<file path="config.mk">
export PLATFORM = sky130hd
export DESIGN_NAME = cwd_config_word1_decoder
export DESIGN_NICKNAME = d
export VERILOG_FILES = /design/src/logic/cwd_pkg.sv /design/src/logic/cwd_config_word1_decoder.sv
export SDC_FILE = /design/constraint.sdc
export NUM_CORES = 1
export LEC_CHECK = 0
export ABC_AREA = 1
export BUFFER_PORTS_ARGS = -buffer_cell sky130_fd_sc_hd__buf_2
export CORE_MARGIN = 5
export CORE_UTILIZATION = 51
export CTS_BUF_LIST = sky130_fd_sc_hd__clkbuf_2 sky130_fd_sc_hd__clkbuf_4 sky130_fd_sc_hd__clkbuf_8
export CTS_CLUSTER_SIZE = 24
export DETAILED_ROUTE_END_ITERATION = 16
export GPL_TIMING_DRIVEN = 0
export PLACE_DENSITY = 0.89
export SYNTH_ARGS = -nofsm -noshare
export SYNTH_HDL_FRONTEND = slang
export SYNTH_SLANG_ARGS = --single-unit
</file>
<file path="constraint.sdc">
create_clock -name clk_i -period 1.9 [get_ports clk_i]
set_input_delay 0.095 -clock clk_i [delete_from_list [all_inputs] [get_ports clk_i]]
set_output_delay 0.095 -clock clk_i [all_outputs]
set_load 0.02 [all_outputs]
</file>
<file path="src/logic/cwd_pkg.sv">
package cwd_pkg;
    localparam logic [15:0] CWD_ADDR_WORD_ONE = 16'h8007;
    localparam logic [15:0] CWD_ADDR_WORD_TWO = 16'h8008;
    localparam logic [15:0] CWD_ADDR_CTRL = 16'h8009;
    localparam logic [15:0] CWD_ADDR_STATUS = 16'h800a;
    localparam logic [15:0] CWD_ADDR_ERASE = 16'h800b;
    localparam logic [13:0] CWD_WORD_RESET = 14'h3fff;
    localparam logic [13:0] CWD_ERASE_KEY = 14'h2a55;
    localparam int CWD_OSC_LSB = 0;
    localparam int CWD_UNIMPL_BIT = 2;
    localparam int CWD_WDT_LSB = 3;
    localparam int CWD_POWERUP_TIMER_BIT = 5;
    localparam int CWD_MCLR_BIT = 6;
    localparam int CWD_CP_BIT = 7;
    localparam int CWD_BOR_LSB = 9;
    localparam int CWD_CLKOUT_BIT = 11;
    localparam int CWD_DEBUG_BIT = 12;
    localparam int CWD_LVP_BIT = 13;
    localparam int CWD_SWDT_BIT = 0;
    localparam int CWD_SLEEP_BIT = 1;

    typedef enum logic [1:0] {
        CWD_ONOFF_OFF = 2'h0,
        CWD_ONOFF_SOFT = 2'h1,
        CWD_ONOFF_RUN = 2'h2,
        CWD_ONOFF_ON = 2'h3
    } cwd_mode_type;

    typedef struct packed {
        logic [1:0] oscillator_select_field;
        logic internal_oscillator;
        logic clock_input_pin;
        logic watchdog_active;
        logic brownout_active;
        logic powerup_timer;
        logic code_protect_bit;
        logic master_clear_pin_select;
        logic clock_output_pin_select;
    } cwd_settings_type;

    typedef struct packed {
        logic cyc;
        logic stb;
        logic we;
        logic [15:0] adr;
        logic [3:0] sel;
        logic [31:0] dat;
    } cwd_wb_req_type;
endpackage

</file>
<file path="src/logic/cwd_config_word1_decoder.sv">
`timescale 1ns/1ns
// What this block does
// RULE1 - First configuration word lives at address 8007h.
// RULE2 - Second configuration word lives at next address, 8008h.
// RULE3 - Programmer keeps the debug enable bit at one.
// RULE4 - Bit 2 of word one is unimplemented and reads as one.
// RULE5 - Watchdog field 11 on, 10 run-only, 01 software, 00 off.
// RULE6 - Watchdog field 01 follows software enable in watchdog control.
// RULE7 - Oscillator field 11/10/01 external clock, 00 internal oscillator.
// RULE8 - Brown-out enable never turns on the power-up timer.
// RULE9 - Code protection clears only through a full bulk erase.
// RULE10 - Brown-out field 11 on, 10 run-only, 01 software, 00 off.
// RULE11 - Power-up timer enable is active low.
module cwd_config_word1_decoder (
    input wire logic clk_i,
    input wire logic rst_i,
    input wire cwd_pkg::cwd_wb_req_type wb_i,
    output logic [31:0] wb_dat_o,
    output logic wb_ack_o,
    output cwd_pkg::cwd_settings_type settings_o
);
    import cwd_pkg::*;

    logic [13:0] word_one;
    logic [13:0] word_two;
    logic [1:0] ctrl;
    logic [31:0] rdat;
    logic ack;
    cwd_settings_type settings;
    logic [13:0] next_word_one;
    logic [13:0] next_word_two;
    logic [1:0] next_ctrl;
    logic [31:0] next_rdat;
    logic next_ack;
    cwd_settings_type next_settings;
    logic req;
    logic [13:0] wdata;
    logic [13:0] word_one_view;
    cwd_mode_type wdt_mode;
    cwd_mode_type bor_mode;

    assign req = wb_i.cyc && wb_i.stb && !ack;
    assign wdata = wb_i.dat[13:0];
    assign wdt_mode = cwd_mode_type'(word_one[CWD_WDT_LSB +: 2]);
    assign bor_mode = cwd_mode_type'(word_one[CWD_BOR_LSB +: 2]);

    // RULE4 unimplemented reads one
    always_comb
    begin
        word_one_view = word_one;
        word_one_view[CWD_UNIMPL_BIT] = 1'b1;
    end

    always_comb
    begin
        next_word_one = word_one;
        next_word_two = word_two;
        next_ctrl = ctrl;
        if (req && wb_i.we && wb_i.sel[0] && wb_i.sel[1])
        begin
            case (wb_i.adr)
                // RULE1 word one programming
                CWD_ADDR_WORD_ONE:
                begin
                    // RULE9 protect bit sticks
                    // Program cells only clear bits; erase restores ones
                    next_word_one = word_one & wdata;
                    if (!word_one[CWD_CP_BIT])
                    begin
                        next_word_one[CWD_CP_BIT] = 1'b0;
                    end
                end
                // RULE2 word two slot
                CWD_ADDR_WORD_TWO:
                begin
                    next_word_two = word_two & wdata;
                end
                CWD_ADDR_CTRL:
                begin
                    next_ctrl = wb_i.dat[1:0];
                end
                // RULE9 bulk erase only
                CWD_ADDR_ERASE:
                begin
                    if (wdata == CWD_ERASE_KEY)
                    begin
                        next_word_one = CWD_WORD_RESET;
                        next_word_two = CWD_WORD_RESET;
                    end
                end
                default:
                begin
                    next_word_one = word_one;
                end
            endcase
        end
    end

    // RULE1 RULE2 read answer
    always_comb
    begin
        next_rdat = 32'h0;
        next_ack = req;
        if (req && !wb_i.we)
        begin
            case (wb_i.adr)
                CWD_ADDR_WORD_ONE: next_rdat = {18'h0, word_one_view};
                CWD_ADDR_WORD_TWO: next_rdat = {18'h0, word_two};
                CWD_ADDR_CTRL: next_rdat = {30'h0, ctrl};
                CWD_ADDR_STATUS: next_rdat = {22'h0, settings};
                default: next_rdat = 32'h0;
            endcase
        end
    end

    always_comb
    begin
        next_settings = settings;
        // RULE7 oscillator source
        next_settings.oscillator_select_field = word_one[CWD_OSC_LSB +: 2];
        next_settings.internal_oscillator = (word_one[CWD_OSC_LSB +: 2] == 2'h0);
        next_settings.clock_input_pin = (word_one[CWD_OSC_LSB +: 2] != 2'h0);
        // RULE5 watchdog mode decode
        case (wdt_mode)
            CWD_ONOFF_ON: next_settings.watchdog_active = 1'b1;
            CWD_ONOFF_RUN: next_settings.watchdog_active = !ctrl[CWD_SLEEP_BIT];
            // RULE6 software watchdog enable
            CWD_ONOFF_SOFT: next_settings.watchdog_active = ctrl[CWD_SWDT_BIT];
            default: next_settings.watchdog_active = 1'b0;
        endcase
        // RULE10 brown-out mode decode
        case (bor_mode)
            CWD_ONOFF_ON: next_settings.brownout_active = 1'b1;
            CWD_ONOFF_RUN: next_settings.brownout_active = !ctrl[CWD_SLEEP_BIT];
            CWD_ONOFF_SOFT: next_settings.brownout_active = ctrl[CWD_SWDT_BIT];
            default: next_settings.brownout_active = 1'b0;
        endcase
        // RULE8 RULE11 own bit only
        next_settings.powerup_timer = !word_one[CWD_POWERUP_TIMER_BIT];
        next_settings.code_protect_bit = !word_one[CWD_CP_BIT];
        next_settings.master_clear_pin_select = word_one[CWD_MCLR_BIT];
        next_settings.clock_output_pin_select = !word_one[CWD_CLKOUT_BIT];
    end

    always_ff @(posedge clk_i)
    begin
        if (rst_i)
        begin
            word_one <= CWD_WORD_RESET;
            word_two <= CWD_WORD_RESET;
            ctrl <= 2'h0;
        end
        else
        begin
            word_one <= next_word_one;
            word_two <= next_word_two;
            ctrl <= next_ctrl;
        end
    end

    // Answer flops drive the bus outputs directly
    always_ff @(posedge clk_i)
    begin
        if (rst_i)
        begin
            rdat <= 32'h0;
            ack <= 1'b0;
        end
        else
        begin
            rdat <= next_rdat;
            ack <= next_ack;
        end
    end

    // Settings lag the word by one cycle; consumers see only settled levels
    always_ff @(posedge clk_i)
    begin
        if (rst_i)
        begin
            settings <= '0;
        end
        else
        begin
            settings <= next_settings;
        end
    end

    assign wb_dat_o = rdat;
    assign wb_ack_o = ack;
    assign settings_o = settings;
endmodule

</file>
==> results by group <==
STA
  • Max-slew headroom at the worst pin: around three fifths
  • Worst Skew: 0.0103 ns
  • Setup repair after global routing missed its margin: no
  • Worst Tran Pin Value: a little under 0.6 ns
  • Max Slew Vio Count: 0
  • Final period util: 86.5%
  • Finish-stage setup viols: 0
  • Setup TNS: 0 ns
  • Fmax achieved: 609 MHz
  • Fin. Hold Viols: 0
  • Final min period: 1.64 ns

Setup path
  • Reg-to-reg slack, setup: 0.26 ns
  • Worst path max stage delay: 0.31 ns
  • Slowest cell on crit path: dfxtp_1
  • Worst setup SP type: flop
  • Worst EP required: 2.12 ns
  • Worst setup path class: flop to flop
  • Worst-path maximum fanout: 10
  • Arr. time, crit path: 1.86 ns
  • Cell seen most often among critical-path stages: buf_2
  • CP Cell Sequence: nand3b_1 > nor2_2 > buf_2 > buf_2 > nand4_1 > nand2_1 > nand2_2
  • Crit end category: flop

Placement
  • Placed inst area: between 0.003 and 0.004 mm2
  • Global placement routability congestion: roughly 0.96
  • DP HPWL: around 5.7 mm
  • IO buf count: 61

Floorplanning
  • Core ar.: 0.00541 mm2
  • Die height: ~84 um
  • Chip Width: 84 um
  • Die ar.: around 0.0071 mm2
  • Site Rows: 27
  • Starting density of the core: between 50% and 60%
  • IO Count: 100

Synth
  • Avg Inst Size Synth: slightly below 7 um2
  • EDFF count, synth: 0
  • Seq/Total Area, Yosys: around two fifths
  • Yosys reg bits: 54
  • Post-Syn Area: ~0.0028 mm2
  • Top FF cell, synth: dfxtp_1
  • Mapped Cells: between 400 and 500
  • Fraction of registers with async set or reset after synthesis: 0%
  • Synth warn: 0
  • Synth unique cells: 27

GRT
  • Vias in the first global route: 2534
  • Total grt overflow: 0
  • Largest net degree at the start of global routing: 17
  • First-pass GRT wire length: ~12 mm
  • All-Layer GR Usage: 20.1%
  • Initial antenna violation count: 0

Pwr
  • Clk pwr share: between 30% and 40%
  • PD cells: about 610 mW/mm2
  • Lkg Pwr: 0.00186 uW
  • Share of power burned in registers: 56.1%
  • Peak VDD IR: around 0.27 mV
  • Gate power share: 10.6%
  • Sw Ratio: ~26%
  • Internal power: 1520 uW
  • Net switching power: between 500 and 600 uW

Drt
  • Drt wl/cell: about 13 um
  • Drc violations: 0
  • Post-Route WL: 7.20 mm
  • Antenna Nets Post-Route: 0
  • Vias: 2811
  • DR vias/cell: 4.98
  • Initial drt markers: between 200 and 300
  • Initial DRT Pass Iterations: 6

Run
  • MaxCap Viol Count: 0

Final layout
  • Design area: 0.00336 mm2
  • Antenna diodes: 0
  • Sequential cell area: 0.00108 mm2
  • Multi-input logic area: about 0.0014 mm2
  • Layout cells sized above 1: about 29%
  • Filler cells: 495
  • Layout area overhead: 20.2%
  • Final nets: 548

Clocking
  • Clock root cell: clkbuf_8
  • Sink Count: 54
  • H-tree Lvls: 2
  • Maximum root-to-sink buffer count: 2
  • TritonCTS clock tree: done
  • Postcts setup bufs: 0
  • Cts bufs inserted: 5
  • Clock-pin slew on the worst setup and hold paths: 0.09 ns
  • Worst-Skew Late Latency: 0.32 ns

Worst hold path
  • Hold Path Class: primary input to flop

Status
  • Status: complete, no violations
## layout make-up
cell class              instances  area share (%)
repair buffers                 62            9.39
multi-input cells             289            40.7
well taps                      72            2.68
flip-flops and latches         54            32.2
clock buffers                   6            2.46
inverters                      43            4.85
plain buffers                  36            7.31
clock inverters                 2           0.373
## synth_stat cells (2+ instances only)
cell type  count  share of area [%]
nand2_1       96                 13
dfxtp_1       54                 39
nor2_1        49                6.6
nand3_1       47                8.4
inv_1         39                5.2
nand4_1       29                6.5
buf_4         19                5.1
nand2_2       18                4.0
nor2_2        14                3.1
buf_2         10                1.8
a21oi_1        5               0.90
clkbuf_1       4               0.54
buf_6          2               0.81
inv_2          2               0.27
nand3_2        2               0.72
nor2_4         2               0.81
nor3_1         2               0.36
o21ai_0        2               0.36
## what timing repair did
item	in CTS	in global routing
resized for setup	0	0
hold endpoints to repair	1	0
hold buffers	1	0
## worst max-delay path, delay by kind of cell, from the launching register on
kind | cells | cell delay, ns
buffers and inverters | 2 | 0.50
DFF | 1 | 0.31
and+or+nand+nor | 5 | 0.74
## flip-flops by register name (all words and copies together) (netlist names)
name	count
word_one	13
ctrl	2
word_two	14
settings_o	10
wb_dat_o	14
wb_ack_o	1
## cells in the final DEF, fill, tap and decap left out
cell	count
inv_1	39
nand3b_1	1
o21ai_1	1
nor2_4	2
clkbuf_1	4
clkinv_1	1
dfxtp_1	54
nor3_1	2
nand3_2	2
nand2_1	96
buf_2	71
inv_2	2
clkinv_2	2
buf_4	19
clkbuf_8	6
nand3_1	47
buf_6	2
dlygate4sd3_1	1
a21oi_1	5
nor3_2	1
nand2_4	1
conb_1	18
clkinvlp_4	1
o21ai_0	2
nand3_4	1
nand2_2	18
nor2_2	14
buf_8	1
nor2_1	49
nand4_1	29
## layer usage
metal	share of wire (%)	track usage, %	vias up
li1	-	-	1419
met1	39	23.3	1237
met2	49	34.9	129
met3	8.5	4.74	26
met4	3.6	8.77	0
met5	0	0	-
## power groups by stage
stage	logic, uW	clock network, uW	registers, uW
2_1_floorplan	129	0	1180
3_3_place_gp	205	0	1170
3_5_place_dp	210	0	1170
4_1_cts	213	678	1140
5_1_grt	237	716	1140
6_report	215	678	1140
## kinds of logic after synthesis
logic type             count (synthesis)  share of synthesized area [%]
AND/OR/NAND/NOR                      263                           45.1
buffers and inverters                 79                           14.6
flip-flops                            54                           38.7
AO/OA/AOI/OAI                          8                           1.43
other                                  1                          0.134
## path summary, 6_finish.rpt
path | from | to | depth (start not counted)
max | wb_ack_o$_SDFF_PP0_ | word_one[4]$_SDFFE_PP1P_ | 7
min | wb_i[0] | ctrl[0]$_SDFFE_PP0P_ | 3
max reg2reg | wb_ack_o$_SDFF_PP0_ | word_one[4]$_SDFFE_PP1P_ | 7
min reg2reg | word_one[8]$_SDFFE_PP1P_ | word_one[8]$_SDFFE_PP1P_ | 2
## per-stage QoR
step / instances / hold WS, ns / power, uW / worst slack, ns / util [%]
after global placement: 555 / 0.299 / 1370 / 0.327 / 60.2
after CTS: 564 / 0.0607 / 2030 / 0.270 / 62.1
final: 564 / 0.0602 / 2040 / 0.257 / 62.1
after global routing: 564 / 0.0722 / 2100 / 0.130 / 62.1
after detailed placement: 555 / 0.301 / 1380 / 0.283 / 60.2
after floorplan: 422 / 0.166 / 1310 / 0.422 / -
No activity file was read; power rests on OpenSTA's default activity.
